`src/rtl/npc_pkg.sv`:
```
// Constants, register map and state type for the nonce and pause command unit
package npc_pkg;

  // ==========================================================================
  // Register offsets
  localparam logic [7:0] OFS_CTRL    = 8'h00;
  localparam logic [7:0] OFS_CMD     = 8'h04;
  localparam logic [7:0] OFS_LEN     = 8'h08;
  localparam logic [7:0] OFS_STATUS  = 8'h0c;
  localparam logic [7:0] OFS_CFG     = 8'h10;
  localparam logic [7:0] OFS_HOST    = 8'h20;
  localparam logic [7:0] OFS_SCRATCH = 8'h40;
  localparam logic [7:0] OFS_REPLY   = 8'h60;

  // ==========================================================================
  // Field positions
  localparam int CTRL_GO     = 0;
  localparam int CTRL_WAKE   = 1;
  localparam int CFG_LOCK    = 8;
  localparam int SP_REHASH   = 15;
  localparam int STS_BUSY    = 0;
  localparam int STS_VALID   = 1;
  localparam int STS_ORIGIN  = 2;
  localparam int STS_IDLE    = 3;
  localparam int STS_DONE    = 4;
  localparam int STS_ERR     = 5;
  localparam int STS_RLEN    = 8;
  localparam int HOST_KEEP_W = 160;
  localparam int MSG_W       = 440;

  // ==========================================================================
  // Opcodes, modes, codes
  localparam logic [7:0]   OP_NONCE     = 8'h16;
  localparam logic [7:0]   OP_PAUSE     = 8'h01;
  localparam logic [7:0]   RC_OK        = 8'h00;
  localparam logic [7:0]   RC_ERR       = 8'h0f;
  localparam logic [1:0]   MODE_SEED    = 2'h0;
  localparam logic [1:0]   MODE_KEEP    = 2'h1;
  localparam logic [1:0]   MODE_BAD     = 2'h2;
  localparam logic [1:0]   MODE_PASS    = 2'h3;
  localparam logic         ORG_RAND     = 1'b0;
  localparam logic         ORG_INPUT    = 1'b1;
  localparam logic [5:0]   LEN_NONE     = 6'h00;
  localparam logic [5:0]   LEN_ONE      = 6'h01;
  localparam logic [5:0]   LEN_SHORT    = 6'h14;
  localparam logic [5:0]   LEN_FULL     = 6'h20;
  localparam logic [255:0] TEST_PATTERN = {4{64'hffff0000ffff0000}};
  localparam logic [1:0]   RESP_OKAY    = 2'h0;

  // ==========================================================================
  // Command sequencer states
  typedef enum logic [2:0] {
    S_READY = 3'h1,
    S_RNG   = 3'h2,
    S_HASH  = 3'h4
  } npc_state_e;

endpackage

```
`src/rtl/npc_axil.sv`:
```
// AXI4-Lite slave front end producing register write pulses and read fetches
`timescale 1ns/1ps
module npc_axil (
  // Clock and reset
  input  wire logic        aclk,
  input  wire logic        aresetn,
  // Write channels
  input  wire logic [7:0]  s_axi_awaddr,
  input  wire logic        s_axi_awvalid,
  output wire logic        s_axi_awready,
  input  wire logic [31:0] s_axi_wdata,
  input  wire logic [3:0]  s_axi_wstrb,
  input  wire logic        s_axi_wvalid,
  output wire logic        s_axi_wready,
  output wire logic [1:0]  s_axi_bresp,
  output wire logic        s_axi_bvalid,
  input  wire logic        s_axi_bready,
  // Read channels
  input  wire logic [7:0]  s_axi_araddr,
  input  wire logic        s_axi_arvalid,
  output wire logic        s_axi_arready,
  output wire logic [31:0] s_axi_rdata,
  output wire logic [1:0]  s_axi_rresp,
  output wire logic        s_axi_rvalid,
  input  wire logic        s_axi_rready,
  // Register side
  output wire logic        reg_wr,
  output wire logic [7:0]  reg_waddr,
  output wire logic [31:0] reg_wdata,
  output wire logic [3:0]  reg_wstrb,
  output wire logic [7:0]  reg_raddr,
  input  wire logic [31:0] reg_rdata
);

  typedef struct packed {
    logic        awready;
    logic        aw_held;
    logic [7:0]  waddr;
    logic        wready;
    logic        w_held;
    logic [31:0] wdata;
    logic [3:0]  wstrb;
    logic        bvalid;
    logic        wr;
    logic        arready;
    logic        rd_pend;
    logic [7:0]  raddr;
    logic        rvalid;
    logic [31:0] rdata;
  } npc_axil_s;

  localparam npc_axil_s AXIL_RST = '{awready: 1'b1, wready: 1'b1, arready: 1'b1, default: '0};

  npc_axil_s q;
  npc_axil_s next_q;

  // ==========================================================================
  // Channel handshakes
  always_comb begin
    next_q    = q;
    next_q.wr = 1'b0;
    // Address and data are taken in either order, then held until paired
    if (s_axi_awvalid && q.awready) begin
      next_q.waddr   = s_axi_awaddr;
      next_q.aw_held = 1'b1;
      next_q.awready = 1'b0;
    end
    if (s_axi_wvalid && q.wready) begin
      next_q.wdata  = s_axi_wdata;
      next_q.wstrb  = s_axi_wstrb;
      next_q.w_held = 1'b1;
      next_q.wready = 1'b0;
    end
    if (q.aw_held && q.w_held && !q.bvalid) begin
      next_q.wr      = 1'b1;
      next_q.bvalid  = 1'b1;
      next_q.aw_held = 1'b0;
      next_q.w_held  = 1'b0;
    end
    if (q.bvalid && s_axi_bready) begin
      next_q.bvalid  = 1'b0;
      next_q.awready = 1'b1;
      next_q.wready  = 1'b1;
    end
    // Read data is fetched one cycle after the address, so the mux sees a stable index
    if (s_axi_arvalid && q.arready) begin
      next_q.raddr   = s_axi_araddr;
      next_q.rd_pend = 1'b1;
      next_q.arready = 1'b0;
    end
    if (q.rd_pend) begin
      next_q.rdata   = reg_rdata;
      next_q.rvalid  = 1'b1;
      next_q.rd_pend = 1'b0;
    end
    if (q.rvalid && s_axi_rready) begin
      next_q.rvalid  = 1'b0;
      next_q.arready = 1'b1;
    end
  end

  always_ff @(posedge aclk) begin
    if (!aresetn) begin
      q <= AXIL_RST;
    end else begin
      q <= next_q;
    end
  end

  assign s_axi_awready = q.awready;
  assign s_axi_wready  = q.wready;
  assign s_axi_bresp   = npc_pkg::RESP_OKAY;
  assign s_axi_bvalid  = q.bvalid;
  assign s_axi_arready = q.arready;
  assign s_axi_rdata   = q.rdata;
  assign s_axi_rresp   = npc_pkg::RESP_OKAY;
  assign s_axi_rvalid  = q.rvalid;
  assign reg_wr        = q.wr;
  assign reg_waddr     = q.waddr;
  assign reg_wdata     = q.wdata;
  assign reg_wstrb     = q.wstrb;
  assign reg_raddr     = q.raddr;

endmodule

```
`src/rtl/npc_nonce_pause.sv`:
```
// Nonce and pause command unit with scratch digest and AXI4-Lite registers
//
// The address map and the AXI4-Lite interface to the registers are this design's own decisions.
`timescale 1ns/1ps
module npc_nonce_pause (
  // Clock and reset
  input  wire logic         aclk,
  input  wire logic         aresetn,
  // AXI4-Lite write channels
  input  wire logic [7:0]   s_axi_awaddr,
  input  wire logic         s_axi_awvalid,
  output wire logic         s_axi_awready,
  input  wire logic [31:0]  s_axi_wdata,
  input  wire logic [3:0]   s_axi_wstrb,
  input  wire logic         s_axi_wvalid,
  output wire logic         s_axi_wready,
  output wire logic [1:0]   s_axi_bresp,
  output wire logic         s_axi_bvalid,
  input  wire logic         s_axi_bready,
  // AXI4-Lite read channels
  input  wire logic [7:0]   s_axi_araddr,
  input  wire logic         s_axi_arvalid,
  output wire logic         s_axi_arready,
  output wire logic [31:0]  s_axi_rdata,
  output wire logic [1:0]   s_axi_rresp,
  output wire logic         s_axi_rvalid,
  input  wire logic         s_axi_rready,
  // Hash engine
  output wire logic         hash_start,
  output wire logic [439:0] hash_msg,
  input  wire logic         hash_done,
  input  wire logic [255:0] hash_digest,
  // Random generator
  output wire logic         rng_req,
  output wire logic         rng_seed_update,
  input  wire logic         rng_ack,
  input  wire logic [255:0] rng_value,
  // Power state
  output wire logic         dev_idle
);

  typedef struct packed {
    npc_pkg::npc_state_e state;
    logic [7:0]          opcode;
    logic [7:0]          first_param;
    logic [15:0]         second_param;
    logic [5:0]          data_len;
    logic [255:0]        host_input_value;
    logic [7:0]          selector;
    logic                cfg_locked;
    logic [255:0]        scratch_digest;
    logic                scratch_valid_flag;
    logic                scratch_origin_flag;
    logic [255:0]        rng_output;
    logic [255:0]        reply_payload;
    logic [5:0]          reply_len;
    logic                done;
    logic                err;
    logic                idle;
    logic                rehash;
    logic                hash_start;
    logic [439:0]        hash_msg;
    logic                rng_req;
    logic                seed_upd;
  } npc_core_s;

  localparam npc_core_s CORE_RST = '{state: npc_pkg::S_READY, default: '0};

  npc_core_s   q;
  npc_core_s   next_q;
  logic        reg_wr;
  logic [7:0]  reg_waddr;
  logic [31:0] reg_wdata;
  logic [3:0]  reg_wstrb;
  logic [7:0]  reg_raddr;
  logic [31:0] reg_rdata;

  // ==========================================================================
  // Helpers
  function automatic logic [31:0] merge(input logic [31:0] old_w, input logic [31:0] new_w,
                                        input logic [3:0] strb);
    logic [31:0] r;
    r = old_w;
    for (int i = 0; i < 4; i++) begin
      if (strb[i]) begin
        r[8*i +: 8] = new_w[8*i +: 8];
      end
    end
    return r;
  endfunction

  function automatic logic in_region(input logic [7:0] addr, input logic [7:0] base);
    return addr[7:5] == base[7:5];
  endfunction

  // Byte 0 of a 32-byte value sits in the top bits, word 0 holds bytes 0 to 3
  function automatic logic [31:0] word_of(input logic [255:0] v, input logic [2:0] idx);
    return v[255 - 32*int'(idx) -: 32];
  endfunction

  function automatic logic [255:0] put_word(input logic [255:0] v, input logic [2:0] idx,
                                            input logic [31:0] w);
    logic [255:0] r;
    r = v;
    r[255 - 32*int'(idx) -: 32] = w;
    return r;
  endfunction

  function automatic logic [439:0] build_msg(input logic [255:0] lead, input logic [255:0] host,
                                             input logic [7:0] mode, input logic [7:0] p2_low);
    return {lead, host[255 -: npc_pkg::HOST_KEEP_W], npc_pkg::OP_NONCE, mode, p2_low};
  endfunction

  // ==========================================================================
  // Bus front end
  npc_axil u_axil (
    .aclk          (aclk),
    .aresetn       (aresetn),
    .s_axi_awaddr  (s_axi_awaddr),
    .s_axi_awvalid (s_axi_awvalid),
    .s_axi_awready (s_axi_awready),
    .s_axi_wdata   (s_axi_wdata),
    .s_axi_wstrb   (s_axi_wstrb),
    .s_axi_wvalid  (s_axi_wvalid),
    .s_axi_wready  (s_axi_wready),
    .s_axi_bresp   (s_axi_bresp),
    .s_axi_bvalid  (s_axi_bvalid),
    .s_axi_bready  (s_axi_bready),
    .s_axi_araddr  (s_axi_araddr),
    .s_axi_arvalid (s_axi_arvalid),
    .s_axi_arready (s_axi_arready),
    .s_axi_rdata   (s_axi_rdata),
    .s_axi_rresp   (s_axi_rresp),
    .s_axi_rvalid  (s_axi_rvalid),
    .s_axi_rready  (s_axi_rready),
    .reg_wr        (reg_wr),
    .reg_waddr     (reg_waddr),
    .reg_wdata     (reg_wdata),
    .reg_wstrb     (reg_wstrb),
    .reg_raddr     (reg_raddr),
    .reg_rdata     (reg_rdata)
  );

  // ==========================================================================
  // Command decode
  logic       busy;
  logic       go;
  logic       take;
  logic [1:0] mode;
  logic       rehash_req;
  logic       nonce_legal;
  logic       pause_legal;
  logic       sel_match;
  logic       is_nonce;
  logic       is_pause;

  assign busy       = q.state != npc_pkg::S_READY;
  assign go         = reg_wr && reg_waddr == npc_pkg::OFS_CTRL && reg_wstrb[0]
                      && reg_wdata[npc_pkg::CTRL_GO];
  // Commands arriving while idle are dropped until software wakes the unit
  assign take       = go && !busy && !q.idle;
  assign mode       = q.first_param[1:0];
  assign rehash_req = q.second_param[npc_pkg::SP_REHASH];
  assign is_nonce   = q.opcode == npc_pkg::OP_NONCE;
  assign is_pause   = q.opcode == npc_pkg::OP_PAUSE;
  assign nonce_legal = q.first_param[7:2] == '0 && mode != npc_pkg::MODE_BAD
                       && q.second_param[14:0] == '0
                       && q.data_len == (mode == npc_pkg::MODE_PASS ? npc_pkg::LEN_FULL
                                                                    : npc_pkg::LEN_SHORT)
                       && !(mode != npc_pkg::MODE_PASS && rehash_req
                            && !q.scratch_valid_flag);
  assign pause_legal = q.second_param == '0 && q.data_len == npc_pkg::LEN_NONE;
  assign sel_match   = q.first_param == q.selector;

  // ==========================================================================
  // State update
  always_comb begin
    next_q            = q;
    next_q.hash_start = 1'b0;
    next_q.rng_req    = 1'b0;
    // Operands are frozen while a command runs, so late writes cannot corrupt it
    if (reg_wr) begin
      if (reg_waddr == npc_pkg::OFS_CTRL) begin
        if (reg_wstrb[0] && reg_wdata[npc_pkg::CTRL_WAKE]) begin
          next_q.idle = 1'b0;
        end
      end else if (reg_waddr == npc_pkg::OFS_CMD && !busy) begin
        {next_q.second_param, next_q.first_param, next_q.opcode} =
          merge({q.second_param, q.first_param, q.opcode}, reg_wdata, reg_wstrb);
      end else if (reg_waddr == npc_pkg::OFS_LEN && !busy) begin
        next_q.data_len = 6'(merge({26'h0, q.data_len}, reg_wdata, reg_wstrb));
      end else if (reg_waddr == npc_pkg::OFS_CFG) begin
        {next_q.cfg_locked, next_q.selector} =
          9'(merge({23'h0, q.cfg_locked, q.selector}, reg_wdata, reg_wstrb));
      end else if (in_region(reg_waddr, npc_pkg::OFS_HOST) && !busy) begin
        next_q.host_input_value = put_word(q.host_input_value, reg_waddr[4:2],
          merge(word_of(q.host_input_value, reg_waddr[4:2]), reg_wdata, reg_wstrb));
      end
    end
    case (q.state)
      npc_pkg::S_READY: begin
        if (take) begin
          next_q.done          = 1'b1;
          next_q.err           = 1'b0;
          next_q.rehash        = 1'b0;
          next_q.reply_payload = '0;
          next_q.reply_len     = npc_pkg::LEN_ONE;
          if (is_nonce && !nonce_legal) begin
            next_q.reply_payload[255 -: 8] = npc_pkg::RC_ERR;
            next_q.err                     = 1'b1;
          end else if (is_nonce && mode == npc_pkg::MODE_PASS) begin
            next_q.scratch_digest      = q.host_input_value;
            next_q.scratch_valid_flag  = 1'b1;
            next_q.scratch_origin_flag = npc_pkg::ORG_INPUT;
            next_q.reply_payload[255 -: 8] = npc_pkg::RC_OK;
          end else if (is_nonce) begin
            next_q.done       = 1'b0;
            next_q.hash_start = 1'b1;
            next_q.state      = npc_pkg::S_HASH;
            if (rehash_req) begin
              next_q.rehash   = 1'b1;
              next_q.hash_msg = build_msg(q.scratch_digest, q.host_input_value,
                                          q.first_param, q.second_param[7:0]);
            end else if (!q.cfg_locked) begin
              next_q.rng_output = npc_pkg::TEST_PATTERN;
              next_q.hash_msg   = build_msg(npc_pkg::TEST_PATTERN, q.host_input_value,
                                            q.first_param, q.second_param[7:0]);
            end else begin
              next_q.hash_start = 1'b0;
              next_q.rng_req    = 1'b1;
              next_q.seed_upd   = mode == npc_pkg::MODE_SEED;
              next_q.state      = npc_pkg::S_RNG;
            end
          end else if (is_pause && pause_legal && sel_match) begin
            next_q.reply_payload[255 -: 8] = npc_pkg::RC_OK;
          end else if (is_pause && pause_legal) begin
            // Only the idle state exists here; sleep is out of reach by design
            next_q.idle      = 1'b1;
            next_q.reply_len = npc_pkg::LEN_NONE;
          end else begin
            next_q.reply_payload[255 -: 8] = npc_pkg::RC_ERR;
            next_q.err                     = 1'b1;
          end
        end
      end
      npc_pkg::S_RNG: begin
        if (rng_ack) begin
          next_q.rng_output = rng_value;
          next_q.hash_msg   = build_msg(rng_value, q.host_input_value,
                                        q.first_param, q.second_param[7:0]);
          next_q.hash_start = 1'b1;
          next_q.state      = npc_pkg::S_HASH;
        end
      end
      npc_pkg::S_HASH: begin
        if (hash_done) begin
          next_q.scratch_digest     = hash_digest;
          next_q.scratch_valid_flag = 1'b1;
          if (!q.rehash) begin
            next_q.scratch_origin_flag = npc_pkg::ORG_RAND;
          end
          next_q.reply_payload = q.rehash ? hash_digest : q.rng_output;
          next_q.reply_len     = npc_pkg::LEN_FULL;
          next_q.done          = 1'b1;
          next_q.state         = npc_pkg::S_READY;
        end
      end
      default: begin
        next_q.state = npc_pkg::S_READY;
      end
    endcase
  end

  always_ff @(posedge aclk) begin
    if (!aresetn) begin
      q <= CORE_RST;
    end else begin
      q <= next_q;
    end
  end

  // ==========================================================================
  // Register read mux
  always_comb begin
    reg_rdata = '0;
    if (reg_raddr == npc_pkg::OFS_CMD) begin
      reg_rdata = {q.second_param, q.first_param, q.opcode};
    end else if (reg_raddr == npc_pkg::OFS_LEN) begin
      reg_rdata[5:0] = q.data_len;
    end else if (reg_raddr == npc_pkg::OFS_STATUS) begin
      reg_rdata[npc_pkg::STS_BUSY]      = busy;
      reg_rdata[npc_pkg::STS_VALID]     = q.scratch_valid_flag;
      reg_rdata[npc_pkg::STS_ORIGIN]    = q.scratch_origin_flag;
      reg_rdata[npc_pkg::STS_IDLE]      = q.idle;
      reg_rdata[npc_pkg::STS_DONE]      = q.done;
      reg_rdata[npc_pkg::STS_ERR]       = q.err;
      reg_rdata[npc_pkg::STS_RLEN +: 6] = q.reply_len;
    end else if (reg_raddr == npc_pkg::OFS_CFG) begin
      reg_rdata[8:0] = {q.cfg_locked, q.selector};
    end else if (in_region(reg_raddr, npc_pkg::OFS_HOST)) begin
      reg_rdata = word_of(q.host_input_value, reg_raddr[4:2]);
    end else if (in_region(reg_raddr, npc_pkg::OFS_SCRATCH)) begin
      reg_rdata = word_of(q.scratch_digest, reg_raddr[4:2]);
    end else if (in_region(reg_raddr, npc_pkg::OFS_REPLY)) begin
      reg_rdata = word_of(q.reply_payload, reg_raddr[4:2]);
    end
  end

  assign hash_start      = q.hash_start;
  assign hash_msg        = q.hash_msg;
  assign rng_req         = q.rng_req;
  assign rng_seed_update = q.seed_upd;
  assign dev_idle        = q.idle;
endmodule

```
`config.mk`:
```
export PLATFORM = sky130hd
export DESIGN_NAME = npc_nonce_pause
export DESIGN_NICKNAME = d
export VERILOG_FILES = /design/src/rtl/npc_pkg.sv /design/src/rtl/npc_axil.sv /design/src/rtl/npc_nonce_pause.sv
export SDC_FILE = /design/constraint.sdc
export NUM_CORES = 2
export LEC_CHECK = 0
export BUFFER_PORTS_ARGS = -buffer_cell sky130_fd_sc_hd__buf_2
export CORE_AREA = 2 2 409 411
export CTS_CLUSTER_DIAMETER = 30
export DETAILED_ROUTE_END_ITERATION = 7
export DIE_AREA = 0 0 411 413
export PLACE_DENSITY = 0.65
export SLEW_MARGIN = 40
export SYNTH_ARGS = -nofsm -noshare
export SYNTH_HDL_FRONTEND = slang
export SYNTH_SLANG_ARGS = --single-unit
```
`constraint.sdc`:
```
create_clock -name aclk -period 4.65 [get_ports aclk]
set_clock_uncertainty 0.15 [all_clocks]
set_input_delay 0.2325 -clock aclk [delete_from_list [all_inputs] [get_ports aclk]]
set_output_delay 0.2325 -clock aclk [all_outputs]
set_load 0.1 [all_outputs]
```
Word-level counts from Yosys, hierarchy flattened
Index checks and enable logic that the tools add are counted. W data, S select, Z words.

Output and inout bits: 485. Bits of input ports: 573. Logic and storage cells: 250. Register bits after elaboration: 1622.

Muxes and demuxes: 98. Eq/ne operators: 33. Add/sub/neg operators: 3. Reduce and logical (&&, ||, !) cells: 62. Bitwise gates (word level): 11. Shifts and indexed selects: 6.

Operators by type and width (count): $mux W256 (6); $mux W1223 (1); $shiftx A287 B9 Y32 (4); $pmux W441 S2 (1); $mux W440 (2); $pmux W263 S2 (1); $mux W258 (2); $pmux W258 S2 (1); $mux W514 (1); $pmux W256 S2 (1); $mux W448 (1); $mux W445 (1); $mux W444 (1); $mux W441 (1); $shift A32 B33 Y287 const A (1); $shiftx A32 B33 Y287 (1); $mux W263 (1); $bwmux W256 (1); $mux W8 (28); $mux W32 (4); $neg A9 Y33 (1); $reduce_and A6 Y1 (5); $logic_and A1 B1 Y1 (27); $mux W26 (1); other kinds (39) (119).

Logic depth before layout (Yosys ltp)
Depth after elaboration: 11. Mapped depth: 10. Gate-level depth less buffers: 5.

By module
Synthesis repeated with hierarchy kept, for this count alone.

Cell total of the unflattened synthesis: 8208. Area total of the unflattened synthesis: 74890.6 µm².

By module, submodules not included: npc_nonce_pause (area an instance 70604.0 µm², times used 1, cells each 7749, sequential area each 30389.1 µm²); npc_axil (area an instance 4286.6 µm², times used 1, cells each 459, sequential area each 1861.8 µm²).

Least setup slack after synthesis
OpenSTA, ideal clock, no wires.

Kind: register to register. Start: register u_axil.q (netlist bit u_axil.reg_waddr[2]). End: register q[1328] in the netlist's numbering. Cell stages (with the launch flop): 9. Slack: 1.990 ns. Period minus slack after synthesis: 2.660 ns. Data required time: 4.361 ns. Data arrival time: 2.372 ns. Library setup time: 0.139 ns. Path through: dfxtp_1 -> buf_2 -> buf_1 -> clkbuf_1 -> mux4_2 -> mux2i_1 -> nor2_1 -> a21oi_1 -> o21ai_0.

Longest elaborated chain between the ends: 11. Elaborated cells on any way between the ends: 45. Classes of those cells: add/sub: 2; eq/ne: 3; shift: 3; mux: 29; bitwise: 4; reduce/logical: 4.

RTL lines: start: declaration (line npc_axil.sv:54) `npc_axil_s q;`; start signal: assignment (line npc_axil.sv:106) `q <= next_q;`; $sub A8 B8 Y9 (line npc_nonce_pause.sv:98, npc_nonce_pause.sv:105); $shiftx A287 B9 Y32 (line npc_nonce_pause.sv:98) `return v[255 - 32*int'(idx) -: 32];`; $mux W8 (line npc_nonce_pause.sv:85) `if (strb[i]) begin`; $mux W8 (line npc_nonce_pause.sv:195) `end else if (in_region(reg_waddr, npc_pkg::OFS_HOST) && !busy) begin`; $mux W8 (line npc_nonce_pause.sv:192) `end else if (reg_waddr == npc_pkg::OFS_CFG) begin`; $mux W8 (line npc_nonce_pause.sv:190) `end else if (reg_waddr == npc_pkg::OFS_LEN && !busy) begin`; $mux W8 (line npc_nonce_pause.sv:187) `end else if (reg_waddr == npc_pkg::OFS_CMD && !busy) begin`; $mux W8 (line npc_nonce_pause.sv:183) `if (reg_waddr == npc_pkg::OFS_CTRL) begin`; $mux W8 (line npc_nonce_pause.sv:182) `if (reg_wr) begin`; $shiftx A32 B33 Y287 (line npc_nonce_pause.sv:105) `r[255 - 32*int'(idx) -: 32] = w;`; $bwmux W256 (line npc_nonce_pause.sv:105); end signal: assignment (line npc_nonce_pause.sv:278) `q <= next_q;`; end: declaration (line npc_nonce_pause.sv:69) `npc_core_s q;`.

Parallel ways exist; a longest one is shown, timed or not. The select of a mux whose other input is x is not followed. A chain may end at the register's enable or synchronous reset.

Worst setup path after layout
Start: register q[1501] in the netlist's numbering. End: register q (netlist bit hash_msg[414]).

Longest elaborated chain between the ends: 8.

RTL lines: $logic_not A15 Y1 (line npc_nonce_pause.sv:167) `&& q.second_param[14:0] == '0`; $logic_and A1 B1 Y1 (line npc_nonce_pause.sv:167); $logic_and A1 B1 Y1 (line npc_nonce_pause.sv:168) `&& q.data_len == (mode == npc_pkg::MODE_PASS ? npc_pkg::LEN_FULL`; $logic_and A1 B1 Y1 (line npc_nonce_pause.sv:170) `&& !(mode != npc_pkg::MODE_PASS && rehash_req`; $logic_not A1 Y1 (line npc_nonce_pause.sv:208) `if (is_nonce && !nonce_legal) begin`; $logic_and A1 B1 Y1 (line npc_nonce_pause.sv:208); $ne A2 B2 Y1 (no source line); $reduce_and A7 Y1 (no source line).

No other way between the ends.

==> flow_metrics.tcl <==
set metrics [dict create \
    outcome "completed" \
    holdBufCountCts 648 \
    period_share 0.8892 \
    finalNetCount 9910 \
    synthArstFlopShare 0 \
    synth_edf_count 0 \
    netlist_area_mm2 0.07725 \
    drive_gt1_frac 0.2286 \
    die_w_um 411 \
    initial_core_util 0.4656 \
    dieHeight_um 413 \
    critical_path_class "reg -> reg" \
    hpwl_um 276000 \
    clk_latency_ns 0.97 \
    fin_util 0.6080 \
    portBuffers 1048 \
    critPathCaptureType "register" \
    cts_resized 0 \
    slowest_delay_ns 0.74 \
    clock-root-buffer "clkbuf_16" \
    arrival_ns 4.80 \
    clock-sinks 1611 \
    dp_cells 10495 \
    syn2layout_area_growth_pct 30.57 \
    ys_ff_latch 1611 \
    fill_cells 13832 \
    setup_viol_count_final 0 \
    htreeDepth 5 \
    ios 1058 \
    ant_nets 0 \
    clk_pin_slew_ns 0.05 \
    start_kind "register" \
    min_path_type "in -> reg" \
    synth_largest_area_cell "dfxtp_1" \
    antenna_found_initial 42 \
    critPathTopFamily "simple AND/OR/NAND/NOR gates" \
    synth_area_leaders "dfxtp_1, mux4_2, mux2i_1" \
    overflow 0 \
    layout.cells.non_filler 11888 \
    min_period_ns 4.135 \
    vias_per_cell 6.628 \
    grt_setup_unrepaired "no" \
    syn_inst 8385 \
    vias 78797 \
    post-cts-setup-buffers 0 \
    preCtsSetupSlack_ns 0.9115 \
    slew_headroom 0.3140 \
    cap_violations 0 \
    yosysMostFrequentCell "dfxtp_1" \
    grt_max_degree 149 \
    drv_slew 0 \
    tns_ns 0 \
    groute.usage.overall 0.4475 \
    fin_hold_ws_ns 0.03889 \
    cp.required_ns 5.31 \
    p_leak_nw 37.75 \
    syn_avg_cell_area_um2 9.213 \
    totalWireLength_um 399100 \
    clock.fmax_mhz 241.9 \
    ys_types 71 \
    dr.pass1.iters 8 \
    wire_per_inst_um 33.57 \
    drt_iter0_drc 11413 \
    path_cells "nor4_1, nand3_1, nor4b_4, a311oi_4, buf_12, buf_16, a221o_1" \
    grt_pass1_wl_um 550600 \
    num_rows 150 \
    drc 0 \
    clk_path_buf_depth 4 \
    tightest_slew_ns 1.029 \
    core-area_mm2 0.1659 \
    slowest_stage "nor4b_4" \
    yosys_warnings 0 \
    synth_top_area_share 0.4175 \
    die_area_mm2 0.1697 \
    power_density_mw_per_mm2 437.4 \
    grt_pass1_vias 73857 \
    hold_violations 0 \
    peakVddDrop_v 0.0004080 \
    cts-buffers-inserted 393 \
    crit_fanout 88 \
    synth_common_cells "dfxtp_1, nor2_1, clkbuf_1" \
    setup_ws_ns 0.5154 \
    ys_seq_area_frac 0.4175 \
    yosys_most_used_dff "dfxtp_1" \
    gp_congestion 1.008 \
    crit_buf_inv 2 \
    cts_tree "built" \
]
==> power by group <==
part / internal, mW / switching, mW / total, mW
combinational: 0.841 / 1.35 / 2.19
sequential: 13.9 / 0.114 / 14.0
clock: 19.2 / 8.72 / 27.9
total: 33.9 / 10.2 / 44.1
==> worst reg2reg max path, delay by kind of cell, from the launching register on <==
family | cells | cell delay, ns
AO/OA/AOI/OAI | 2 | 0.93
flip-flops | 1 | 0.44
AND/OR/NAND/NOR | 3 | 1.98
buffers and inverters | 2 | 0.50
==> logic make-up after synthesis <==
group | after synthesis | synth area share
flops | 1611 | 0.4175
buf+inv | 1487 | 0.09791
simple gates | 1839 | 0.1037
xor+xnor | 8 | 0.0009071
other cells | 1 | 0.00004855
compound gates | 2679 | 0.2417
mux | 760 | 0.1382
==> flip-flops by register name (all words and copies together), names as in the netlist, 2 cells and up <==
name,count
u_axil.reg_wstrb,4
u_axil.s_axi_rdata,32
u_axil.reg_waddr,8
u_axil.reg_raddr,8
mode,2
q,1079
u_axil.q,3
u_axil.reg_wdata,32
hash_msg,433
==> layout make-up <==
cell class,instances,area [um2],area share
Tap cell,2204,2758,0.02734
Timing Repair Buffer,1900,14030,0.1391
Sequential cell,1611,32280,0.3200
Antenna cell,39,97.59,0.0009676
Clock inverter,187,2370,0.02349
Clock buffer,516,11090,0.1099
Inverter,136,519.2,0.005148
Multi-Input combinational cell,5295,37720,0.3740
==> through the flow <==
stage / cell area (um2) / total power [mW]
5_1_grt: 100800 / 44.91
3_3_place_gp: 80590 / 15.89
6_report: 100900 / 44.12
2_1_floorplan: 77280 / 15.05
4_1_cts: 100700 / 43.97
3_5_place_dp: 80710 / 15.90
==> per-layer routing <==
layer | vias to the layer above | global-route usage | routed length (um)
li1 | 32818 | - | -
met1 | 38803 | 0.5464 | 144800
met2 | 5864 | 0.6797 | 174100
met3 | 1302 | 0.1193 | 45640
met4 | 10 | 0.3277 | 34450
met5 | - | 0 | 49
==> layout by cell type, fill, tap and decap left out, types with 24 or more instances in the layout <==
cell type | netlist | final
o221ai_1 | 130 | 130
bufinv_16 | 0 | 47
mux4_2 | 245 | 245
nor2_1 | 739 | 735
clkinv_2 | 0 | 62
inv_1 | 134 | 132
a32oi_1 | 130 | 130
o22ai_1 | 33 | 33
buf_2 | 156 | 1047
clkbuf_8 | 0 | 62
a221o_1 | 129 | 129
buf_4 | 476 | 139
nand3_1 | 59 | 59
nand2b_1 | 146 | 146
nand2_1 | 649 | 647
o2bb2ai_1 | 225 | 225
clkbuf_16 | 0 | 401
a22oi_1 | 284 | 284
a31oi_1 | 393 | 393
nor3_1 | 28 | 28
dfxtp_1 | 1611 | 1604
mux2i_1 | 514 | 514
clkbuf_1 | 654 | 53
a21oi_1 | 550 | 542
a211oi_1 | 529 | 529
dlygate4sd3_1 | 0 | 648
and3_1 | 133 | 133
diode_2 | 0 | 39
clkinvlp_4 | 0 | 36
o21ai_0 | 212 | 211
clkinv_4 | 0 | 24
buf_12 | 0 | 53
==> worst paths after layout <==
path / start / end / slack [ns] / depth (start not counted)
worst min-delay path: rng_value[239] / hash_msg[423] / 0.04 / 4
worst min register to register: hash_msg[13] / hash_msg[13] / 0.30 / 2
worst max-delay path: q[1501] / hash_msg[414] / 0.52 / 7
worst max register to register: q[1501] / hash_msg[414] / 0.52 / 7
Note: power is estimated with default switching activity, not from simulation.
